**src/hdl/logic_cell_defs.svh**
```systemverilog
// Operation
// - Two sixteen-entry four-input primary tables
// - Three-input combining table, any function
// - Two combiner inputs selectable, one fixed
// - Tables combine into any five-input function
// - Chained tables give some nine-input functions
// - Three independent functions produced at once
// - Four-input plus some six-input functions
// - Two registered function outputs plus two registered storage outputs
// - Contents held in rewritable configuration storage
// - Configuration fetched serially or written externally
// - Output one picks A or combiner
// - Storage inputs picked four ways
// - Combiner inputs: preset/clear, control, direct
`ifndef LOGIC_CELL_DEFS_SVH
`define LOGIC_CELL_DEFS_SVH
`define PRIMARY_TABLE_BITS 16
`define COMBINING_TABLE_BITS 8
`define CFG_TABLE_A_POS 0
`define CFG_TABLE_B_POS 16
`define CFG_COMBINER_POS 32
`define CFG_SEL_IN1_POS 40
`define CFG_SEL_IN2_POS 41
`define CFG_OUT_X_POS 42
`define CFG_OUT_Y_POS 43
`define CFG_STORE_X_POS 44
`define CFG_STORE_Y_POS 46
`define CFG_TOTAL_BITS 48
`define CFG_RESET_VALUE 48'h0
`endif

```
**src/hdl/logic_cell_pkg.sv**
```systemverilog
package logic_cell_pkg;
    typedef enum logic [1:0] {
        SRC_TABLE_A = 2'h0,
        SRC_TABLE_B = 2'h1,
        SRC_COMBINER = 2'h2,
        SRC_DIRECT = 2'h3
    } store_src_e;
    typedef enum logic [2:0] {
        LOAD_IDLE = 3'h1,
        LOAD_SHIFT = 3'h2,
        LOAD_DONE = 3'h4
    } load_state_e;
endpackage : logic_cell_pkg

```
**src/hdl/lookup_table.sv**
```systemverilog
`timescale 1ns/1ns
module lookup_table #(
    parameter int WIDTH = 4
) (
    input wire logic [(1 << WIDTH) - 1:0] contents_i,
    input wire logic [WIDTH - 1:0] addr_i,
    output logic data_o
);
    // Input zero sits in bit 0 of the address
    assign data_o = contents_i[addr_i];
endmodule : lookup_table

```
**src/hdl/logic_cell.sv**
```systemverilog
`timescale 1ns/1ns
`include "logic_cell_defs.svh"
module logic_cell (
    input wire logic CLK_I,
    input wire logic RESETN_I,
    input wire logic CFG_LOAD_I,
    input wire logic CFG_EXTERNAL_I,
    input wire logic CFG_DATA_I,
    input wire logic CFG_VALID_I,
    input wire logic [3:0] TABLE_A_INPUTS_I,
    input wire logic [3:0] TABLE_B_INPUTS_I,
    input wire logic PRESET_CLEAR_LINE_I,
    input wire logic COMBINER_INPUT_ONE_I,
    input wire logic DIRECT_IN_I,
    output logic CFG_FETCH_O,
    output logic CFG_DONE_O,
    output logic OUT_X_O,
    output logic OUT_Y_O,
    output logic STORE_X_O,
    output logic STORE_Y_O
);
    import logic_cell_pkg::*;

    typedef struct packed {
        load_state_e state;
        logic [5:0] count;
        logic [`CFG_TOTAL_BITS-1:0] shift;
        logic [`CFG_TOTAL_BITS-1:0] cfg;
        logic fetch;
        logic done;
        logic out_x;
        logic out_y;
        logic store_x;
        logic store_y;
    } cell_s;

    cell_s st_r;
    cell_s st_nxt;
    logic a_out;
    logic b_out;
    logic h_out;
    logic h_in1;
    logic h_in2;

    function automatic logic pick_store(input logic [1:0] sel, input logic a,
                                        input logic b, input logic h, input logic d);
        case (sel)
            SRC_TABLE_A: pick_store = a;
            SRC_TABLE_B: pick_store = b;
            SRC_COMBINER: pick_store = h;
            default: pick_store = d;
        endcase
    endfunction : pick_store

    // Two independent four-input tables
    lookup_table #(.WIDTH(4)) u_table_a (
        .contents_i(st_r.cfg[`CFG_TABLE_A_POS +: `PRIMARY_TABLE_BITS]),
        .addr_i(TABLE_A_INPUTS_I),
        .data_o(a_out)
    );
    lookup_table #(.WIDTH(4)) u_table_b (
        .contents_i(st_r.cfg[`CFG_TABLE_B_POS +: `PRIMARY_TABLE_BITS]),
        .addr_i(TABLE_B_INPUTS_I),
        .data_o(b_out)
    );

    // Combiner inputs 1 and 2 selectable; input 0 always preset/clear line
    assign h_in1 = st_r.cfg[`CFG_SEL_IN1_POS] ? a_out : COMBINER_INPUT_ONE_I;
    assign h_in2 = st_r.cfg[`CFG_SEL_IN2_POS] ? b_out : DIRECT_IN_I;

    // Chaining both tables gives five-input and wider functions
    lookup_table #(.WIDTH(3)) u_combiner (
        .contents_i(st_r.cfg[`CFG_COMBINER_POS +: `COMBINING_TABLE_BITS]),
        .addr_i({h_in2, h_in1, PRESET_CLEAR_LINE_I}),
        .data_o(h_out)
    );

    always_comb begin
        st_nxt = st_r;
        st_nxt.fetch = 1'b0;
        case (st_r.state)
            LOAD_IDLE: begin
                if (CFG_LOAD_I) begin
                    st_nxt.state = LOAD_SHIFT;
                    st_nxt.count = 6'h0;
                    st_nxt.done = 1'b0;
                    st_nxt.fetch = ~CFG_EXTERNAL_I;
                end
            end
            LOAD_SHIFT: begin
                // Master mode requests each bit; slave mode takes valid bits
                st_nxt.fetch = ~CFG_EXTERNAL_I;
                if (CFG_VALID_I) begin
                    st_nxt.shift = {CFG_DATA_I, st_r.shift[`CFG_TOTAL_BITS-1:1]};
                    st_nxt.count = st_r.count + 6'h1;
                    if (st_r.count == 6'(`CFG_TOTAL_BITS - 1)) begin
                        st_nxt.state = LOAD_DONE;
                        st_nxt.fetch = 1'b0;
                    end
                end
            end
            LOAD_DONE: begin
                st_nxt.cfg = st_r.shift;
                st_nxt.done = 1'b1;
                st_nxt.state = LOAD_IDLE;
            end
            default: st_nxt.state = LOAD_IDLE;
        endcase
        // Four registered results leave: outputs X and Y plus both storage paths
        st_nxt.out_x = st_r.cfg[`CFG_OUT_X_POS] ? h_out : a_out;
        st_nxt.out_y = st_r.cfg[`CFG_OUT_Y_POS] ? h_out : b_out;
        st_nxt.store_x = pick_store(st_r.cfg[`CFG_STORE_X_POS +: 2], a_out, b_out,
                                    h_out, DIRECT_IN_I);
        st_nxt.store_y = pick_store(st_r.cfg[`CFG_STORE_Y_POS +: 2], a_out, b_out,
                                    h_out, DIRECT_IN_I);
    end

    always_ff @(posedge CLK_I or negedge RESETN_I) begin
        if (!RESETN_I) begin
            st_r <= '{state: LOAD_IDLE, count: 6'h0, shift: `CFG_RESET_VALUE,
                      cfg: `CFG_RESET_VALUE, default: 1'b0};
        end else begin
            st_r <= st_nxt;
        end
    end

    assign CFG_FETCH_O = st_r.fetch;
    assign CFG_DONE_O = st_r.done;
    assign OUT_X_O = st_r.out_x;
    assign OUT_Y_O = st_r.out_y;
    assign STORE_X_O = st_r.store_x;
    assign STORE_Y_O = st_r.store_y;

    property p_out_x;
        @(posedge CLK_I) disable iff (!RESETN_I)
        OUT_X_O == $past(st_r.cfg[`CFG_OUT_X_POS] ? h_out : a_out);
    endproperty
    a_out_x_sel: assert property (p_out_x) else $error("output X select wrong");
    a_out_y_sel: assert property (@(posedge CLK_I) disable iff (!RESETN_I)
        OUT_Y_O == $past(st_r.cfg[`CFG_OUT_Y_POS] ? h_out : b_out))
        else $error("output Y select wrong");
    a_table_a_read: assert property (@(posedge CLK_I) disable iff (!RESETN_I)
        a_out == st_r.cfg[`CFG_TABLE_A_POS + 32'(TABLE_A_INPUTS_I)])
        else $error("table A read wrong");
    a_table_b_read: assert property (@(posedge CLK_I) disable iff (!RESETN_I)
        b_out == st_r.cfg[`CFG_TABLE_B_POS + 32'(TABLE_B_INPUTS_I)])
        else $error("table B read wrong");
    a_combiner_read: assert property (@(posedge CLK_I) disable iff (!RESETN_I)
        h_out == st_r.cfg[`CFG_COMBINER_POS + 32'({h_in2, h_in1, PRESET_CLEAR_LINE_I})])
        else $error("combiner read wrong");
    a_combiner_in1: assert property (@(posedge CLK_I) disable iff (!RESETN_I)
        !st_r.cfg[`CFG_SEL_IN1_POS] |-> h_in1 == COMBINER_INPUT_ONE_I)
        else $error("combiner input one wrong");
    a_store_direct: assert property (@(posedge CLK_I) disable iff (!RESETN_I)
        st_r.cfg[`CFG_STORE_X_POS +: 2] == 2'h3 && $stable(st_r.cfg) |=>
        STORE_X_O == $past(DIRECT_IN_I))
        else $error("storage direct path wrong");
    a_load_done: assert property (@(posedge CLK_I) disable iff (!RESETN_I)
        st_r.state == LOAD_DONE |=> CFG_DONE_O && st_r.cfg == $past(st_r.shift))
        else $error("configuration not applied");
    a_slave_nofetch: assert property (@(posedge CLK_I) disable iff (!RESETN_I)
        st_r.state == LOAD_SHIFT && CFG_EXTERNAL_I |=> !CFG_FETCH_O)
        else $error("fetch in slave mode");

    // Load sequencing: the applied image moves only in the apply state
    property p_cfg_hold;
        @(posedge CLK_I) disable iff (!RESETN_I)
        st_r.state != LOAD_DONE |=> $stable(st_r.cfg);
    endproperty
    a_cfg_hold: assert property (p_cfg_hold)
        else $error("configuration moved outside apply");

    property p_done_clear;
        @(posedge CLK_I) disable iff (!RESETN_I)
        st_r.state == LOAD_IDLE && CFG_LOAD_I |=> !CFG_DONE_O && st_r.state == LOAD_SHIFT;
    endproperty
    a_done_clear: assert property (p_done_clear)
        else $error("load start not taken");

    property p_done_idle;
        @(posedge CLK_I) disable iff (!RESETN_I)
        CFG_DONE_O |-> st_r.state == LOAD_IDLE;
    endproperty
    a_done_idle: assert property (p_done_idle)
        else $error("done flag outside idle");

    property p_apply_once;
        @(posedge CLK_I) disable iff (!RESETN_I)
        st_r.state == LOAD_DONE |=> st_r.state == LOAD_IDLE;
    endproperty
    a_apply_once: assert property (p_apply_once)
        else $error("apply state held too long");

    property p_state_onehot;
        @(posedge CLK_I) disable iff (!RESETN_I)
        $onehot(st_r.state);
    endproperty
    a_state_onehot: assert property (p_state_onehot)
        else $error("load state not one-hot");

    property p_fetch_master;
        @(posedge CLK_I) disable iff (!RESETN_I)
        st_r.state == LOAD_SHIFT && !CFG_EXTERNAL_I
        && !(CFG_VALID_I && st_r.count == 6'(`CFG_TOTAL_BITS - 1)) |=> CFG_FETCH_O;
    endproperty
    a_fetch_master: assert property (p_fetch_master)
        else $error("fetch dropped in master load");

    property p_fetch_shift;
        @(posedge CLK_I) disable iff (!RESETN_I)
        CFG_FETCH_O |-> st_r.state == LOAD_SHIFT;
    endproperty
    a_fetch_shift: assert property (p_fetch_shift)
        else $error("fetch outside shift state");

    property p_bit_take;
        @(posedge CLK_I) disable iff (!RESETN_I)
        st_r.state == LOAD_SHIFT && CFG_VALID_I
        |=> st_r.shift[`CFG_TOTAL_BITS-1] == $past(CFG_DATA_I);
    endproperty
    a_bit_take: assert property (p_bit_take)
        else $error("serial bit not captured");

    property p_bit_count;
        @(posedge CLK_I) disable iff (!RESETN_I)
        st_r.state == LOAD_SHIFT && CFG_VALID_I |=> st_r.count == $past(st_r.count) + 6'h1;
    endproperty
    a_bit_count: assert property (p_bit_count)
        else $error("bit count not advanced");

    property p_bit_wait;
        @(posedge CLK_I) disable iff (!RESETN_I)
        st_r.state == LOAD_SHIFT && !CFG_VALID_I
        |=> st_r.state == LOAD_SHIFT && $stable(st_r.shift);
    endproperty
    a_bit_wait: assert property (p_bit_wait)
        else $error("shift moved without valid bit");

    property p_last_bit;
        @(posedge CLK_I) disable iff (!RESETN_I)
        st_r.state == LOAD_SHIFT && CFG_VALID_I && st_r.count == 6'(`CFG_TOTAL_BITS - 1)
        |=> st_r.state == LOAD_DONE;
    endproperty
    a_last_bit: assert property (p_last_bit)
        else $error("last bit did not end shift");

    property p_load_count;
        @(posedge CLK_I) disable iff (!RESETN_I)
        st_r.state == LOAD_IDLE && CFG_LOAD_I |=> st_r.count == 6'h0;
    endproperty
    a_load_count: assert property (p_load_count)
        else $error("bit count not cleared at load");

    // Combiner steering
    property p_combiner_in2;
        @(posedge CLK_I) disable iff (!RESETN_I)
        !st_r.cfg[`CFG_SEL_IN2_POS] |-> h_in2 == DIRECT_IN_I;
    endproperty
    a_combiner_in2: assert property (p_combiner_in2)
        else $error("combiner input two wrong");

    property p_chain_in1;
        @(posedge CLK_I) disable iff (!RESETN_I)
        st_r.cfg[`CFG_SEL_IN1_POS] |-> h_in1 == a_out;
    endproperty
    a_chain_in1: assert property (p_chain_in1)
        else $error("table A not chained");

    property p_chain_in2;
        @(posedge CLK_I) disable iff (!RESETN_I)
        st_r.cfg[`CFG_SEL_IN2_POS] |-> h_in2 == b_out;
    endproperty
    a_chain_in2: assert property (p_chain_in2)
        else $error("table B not chained");

    // Storage source paths
    property p_store_y_b;
        @(posedge CLK_I) disable iff (!RESETN_I)
        st_r.cfg[`CFG_STORE_Y_POS +: 2] == 2'h1 && $stable(st_r.cfg)
        |=> STORE_Y_O == $past(b_out);
    endproperty
    a_store_y_b: assert property (p_store_y_b)
        else $error("storage Y table B path wrong");

    property p_store_x_comb;
        @(posedge CLK_I) disable iff (!RESETN_I)
        st_r.cfg[`CFG_STORE_X_POS +: 2] == 2'h2 && $stable(st_r.cfg)
        |=> STORE_X_O == $past(h_out);
    endproperty
    a_store_x_comb: assert property (p_store_x_comb)
        else $error("storage X combiner path wrong");

    property p_store_y_a;
        @(posedge CLK_I) disable iff (!RESETN_I)
        st_r.cfg[`CFG_STORE_Y_POS +: 2] == 2'h0 && $stable(st_r.cfg)
        |=> STORE_Y_O == $past(a_out);
    endproperty
    a_store_y_a: assert property (p_store_y_a)
        else $error("storage Y table A path wrong");

    c_master_load: cover property (@(posedge CLK_I) CFG_FETCH_O ##[1:200] CFG_DONE_O);
    c_slave_load: cover property (@(posedge CLK_I)
        st_r.state == LOAD_SHIFT && CFG_EXTERNAL_I ##[1:200] CFG_DONE_O);
    c_x_combiner: cover property (@(posedge CLK_I) st_r.cfg[`CFG_OUT_X_POS] && OUT_X_O);
    c_three_funcs: cover property (@(posedge CLK_I)
        !st_r.cfg[`CFG_OUT_X_POS] && st_r.cfg[`CFG_OUT_Y_POS]
        && st_r.cfg[`CFG_STORE_Y_POS +: 2] == 2'h1);
endmodule : logic_cell

```
**config.mk**
```make
export PLATFORM = sky130hd
export DESIGN_NAME = logic_cell
export DESIGN_NICKNAME = d
export VERILOG_FILES = /design/src/hdl/logic_cell_pkg.sv /design/src/hdl/lookup_table.sv /design/src/hdl/logic_cell.sv
export VERILOG_INCLUDE_DIRS = /design/src /design/src/hdl
export SDC_FILE = /design/constraint.sdc
export NUM_CORES = 1
export LEC_CHECK = 0
export BUFFER_PORTS_ARGS = -buffer_cell sky130_fd_sc_hd__buf_4
export CORE_ASPECT_RATIO = 0.9
export CORE_MARGIN = 3
export CORE_UTILIZATION = 62
export DETAILED_ROUTE_END_ITERATION = 10
export PLACE_DENSITY = 0.81
export SLEW_MARGIN = 20
export SYNTH_ARGS = -nofsm -noshare
export SYNTH_HDL_FRONTEND = slang
export SYNTH_SLANG_ARGS = --single-unit
```
**constraint.sdc**
```tcl
create_clock -name CLK_I -period 3.45 [get_ports CLK_I]
set_input_delay 0.69 -clock CLK_I [delete_from_list [all_inputs] [get_ports CLK_I]]
set_output_delay 0.69 -clock CLK_I [all_outputs]
set_load 0.05 [all_outputs]
```
==> key figures <==
CTS
  – Clock tree from TritonCTS: yes
  – Clock latency at the later pin of the worst-skew pair: 0.37 ns
  – Hold buffer count at cts: 0
  – H-tree depth: 3
  – Total CTS buffers: 9
  – Clk sinks: approximately 110
  – Cell chosen for the clock root: sky130_fd_sc_hd__clkbuf_8
  – Gates resized, CTS repair: 0
  – Post-CTS Setup Repair Bufs: 0
  – CTS clock-pin slew for the worst setup and hold paths: 0.10 ns
  – Clock Tree Buf Depth: 2

Critical path
  – Startpoint type of the worst setup path: input pin
  – Type of the setup path with the least slack: input pin to flip-flop
  – Required time of the critical path: 3.70 ns
  – Top fanout value on the critical path: 4
  – CP arrival: 2.89 ns
  – Critical Path Sink Type: flip-flop

Finish
  – Layout cells sized above 1: 0.120
  – Antenna Diode Count: 0
  – Count of nets after finishing: ~440
  – Share of the core filled with cells in the final layout: 0.711
  – Area growth from synthesis to layout: 10.3%
  – Total of fill cells in the finished design: 509

STA
  – Skew final: 0.0115 ns
  – Final Setup Violations: 0
  – Measured slew at the worst slew-check pin: just under 0.7 ns
  – Total Neg Setup Slack: 0 ns
  – Smallest hold slack: 0.366 ns
  – Maximum clock rate: 379 MHz
  – Period minus WS final: ~2.6 ns
  – Setup repair after global routing missed its margin: false
  – Rel. slew slack: 0.542
  – Post-route fraction of the period consumed by the critical path: 0.765
  – Hold Vio Cnt, Final: 0
  – Number of max-slew violations in the final report: 0

Floorplanning
  – Full die area: 8460 sq um
  – Floorplan die height: approximately 88 um
  – Count of standard-cell rows: 29
  – Initial core utilization: 0.644
  – Horizontal extent of the die: 96.6 um
  – Standard cell core area: 7110 sq um
  – Count of pins on the block boundary: 23

Synth
  – Instance count of the mapped netlist: 400
  – Synth Cell Area: about 4600 sq um
  – Most instantiated flip-flop cell in the synthesis netlist: sky130_fd_sc_hd__dfrtp_1
  – EDFF count, synth: 0
  – Share of synthesized area occupied by flip-flops and latches: 0.606
  – Mean Syn Cell Area: 11.5 sq um
  – Fraction of synthesis flops using an asynchronous set or reset pin: 1.00
  – Cell variety after synth: 32
  – Syn. warnings: 0
  – Flip-flop and latch count after synthesis: 111
  – Syn_nets: 418

Placement
  – Weighted congestion reported at the end of routability-driven placement: slightly above 0.8
  – Detail Placement HPWL: 5220 um
  – IO buf count: 22

Drt
  – Number of design-rule violations left by the first detailed-router iteration: 117
  – Detailed-route wire length: 8020 um
  – Remaining antenna violation count: 0
  – Routed vias/inst: 5.57
  – Average detailed-routed wire length per instance: 15.5 um
  – 1st-pass router iterations: 4
  – Overall via count from detail_route: around 2,900
  – DRC errors left: 0

Global route
  – Pin count of the biggest net entering global routing: 57
  – Aggregate global-route resource usage: 0.210
  – Total grt overflow: 0
  – Global-route wire length before repair: 14,100 um
  – Antenna violations before repair: 0
  – Vias in the first global route: around 3,000

Flow run
  – Max capacitance violation total: 0

Pwr
  – Power consumption: 2400 uW
  – Power density over the cells: about 480 nW/um^2
  – IR Drop Worst-Case VDD: 0.000357 V
  – Leak Pwr: 0.00276 uW

Min path
  – Class of the worst hold path: input pin to asynchronous set/reset pin

Status
  – Result of the run: finished, final reports clean
-- area by class of cell --
| type | count | area (sq um) | area share |
|---|---|---|---|
| sequential | 111 | 2780 | 0.550 |
| inverter | 3 | 11.3 | 0.00223 |
| multi-input combinational | 269 | 1730 | 0.343 |
| tap | 93 | 116 | 0.0230 |
| clock inverter | 5 | 63.8 | 0.0126 |
| timing repair buffer | 26 | 208 | 0.0411 |
| clock buffer | 11 | 141 | 0.0280 |
-- sequential cells by signal (all words and copies together) (netlist names) --
name,count
st_r,105
CFG_DONE_O,1
CFG_FETCH_O,1
OUT_Y_O,1
STORE_Y_O,1
STORE_X_O,1
OUT_X_O,1
-- power breakdown --
group	internal, uW	total, uW	switching [uW]
sequential	1350	1400	47.0
clock	363	789	426
combinational	70.4	216	145
total	1790	2400	619
-- placed cells by master, fill, tap and decap left out, types with 3 or more instances in the layout --
master                     count
sky130_fd_sc_hd__xor2_1        5
sky130_fd_sc_hd__mux4_2        4
sky130_fd_sc_hd__buf_4        25
sky130_fd_sc_hd__o21ai_1       3
sky130_fd_sc_hd__nand3_1       3
sky130_fd_sc_hd__mux4_1        4
sky130_fd_sc_hd__nor2_1       12
sky130_fd_sc_hd__nand4_1       4
sky130_fd_sc_hd__clkbuf_8     10
sky130_fd_sc_hd__mux2i_1      11
sky130_fd_sc_hd__dfrtp_1     110
sky130_fd_sc_hd__mux2_1       45
sky130_fd_sc_hd__nand2_1     151
sky130_fd_sc_hd__inv_1         3
-- critical path, stage by stage --
cell and delay, ns:
sky130_fd_sc_hd__buf_4 0.12, sky130_fd_sc_hd__mux4_1 0.55, sky130_fd_sc_hd__mux2_2 0.29, sky130_fd_sc_hd__a222oi_1 0.53, sky130_fd_sc_hd__mux2i_1 0.30, sky130_fd_sc_hd__mux2i_2 0.14
sky130_fd_sc_hd__o311ai_1 0.27
-- routing by layer --
| metal | vias to the layer above | GRT usage | part of all wire |
|---|---|---|---|
| li1 | 1373 | - | - |
| met1 | 1466 | 0.274 | 0.44 |
| met2 | 39 | 0.350 | 0.51 |
| met3 | 9 | 0.0621 | 0.037 |
| met4 | 0 | 0.0587 | 0.015 |
| met5 | - | 0 | 0 |
-- final timing paths --
kind	from	end	slack, ns	cells after the start
max	TABLE_A_INPUTS_I[1]	STORE_X_O$_DFF_PN0_	0.81	7
min	RESETN_I	st_r[10]$_DFFE_PN0P_	0.37	1
max reg2reg	st_r[17]$_DFFE_PN0P_	STORE_X_O$_DFF_PN0_	0.90	6
min reg2reg	st_r[49]$_DFFE_PN0P_	OUT_Y_O$_DFF_PN0_	0.48	1
max in group asynchronous	RESETN_I	st_r[73]$_DFFE_PN0P_	2.36	2
min in group CLK_I	st_r[49]$_DFFE_PN0P_	OUT_Y_O$_DFF_PN0_	0.48	1
-- cell usage after synthesis (3+ instances only) --
library cell | n | share of area
sky130_fd_sc_hd__nand2_1 | 151 | 0.12
sky130_fd_sc_hd__dfrtp_1 | 110 | 0.60
sky130_fd_sc_hd__mux2_1 | 45 | 0.11
sky130_fd_sc_hd__clkbuf_1 | 16 | 0.013
sky130_fd_sc_hd__nor2_1 | 12 | 0.0098
sky130_fd_sc_hd__mux2i_1 | 11 | 0.024
sky130_fd_sc_hd__xor2_1 | 5 | 0.0096
sky130_fd_sc_hd__mux4_1 | 4 | 0.023
sky130_fd_sc_hd__mux4_2 | 4 | 0.020
sky130_fd_sc_hd__nand4_1 | 4 | 0.0055
sky130_fd_sc_hd__inv_1 | 3 | 0.0025
sky130_fd_sc_hd__nand3_1 | 3 | 0.0033
sky130_fd_sc_hd__o21ai_1 | 3 | 0.0033
-- stage by stage --
stage | std cells | instance area [sq um] | setup slack (ns)
3_5_place_dp | 502 | 4850 | 0.475
4_1_cts | 518 | 5050 | 0.851
3_3_place_gp | 502 | 4850 | 0.646
2_1_floorplan | 400 | 4580 | 0.876
6_report | 518 | 5050 | 0.811
5_1_grt | 518 | 5050 | 0.746
-- logic make-up (layout without fill, tap and decap cells) --
group                    Yosys count  count (layout)  share of synthesized area
adder cells (fa/ha/maj)            1               1                    0.00273
buffers and inverters             20              45                     0.0164
XOR/XNOR                           5               5                    0.00956
flip-flops                       111             111                      0.607
multiplexers                      67              67                      0.185
AND/OR/NAND/NOR                  181             181                      0.158
AO/OA/AOI/OAI                     15              15                     0.0221
No activity file was read; power rests on OpenSTA's default activity.
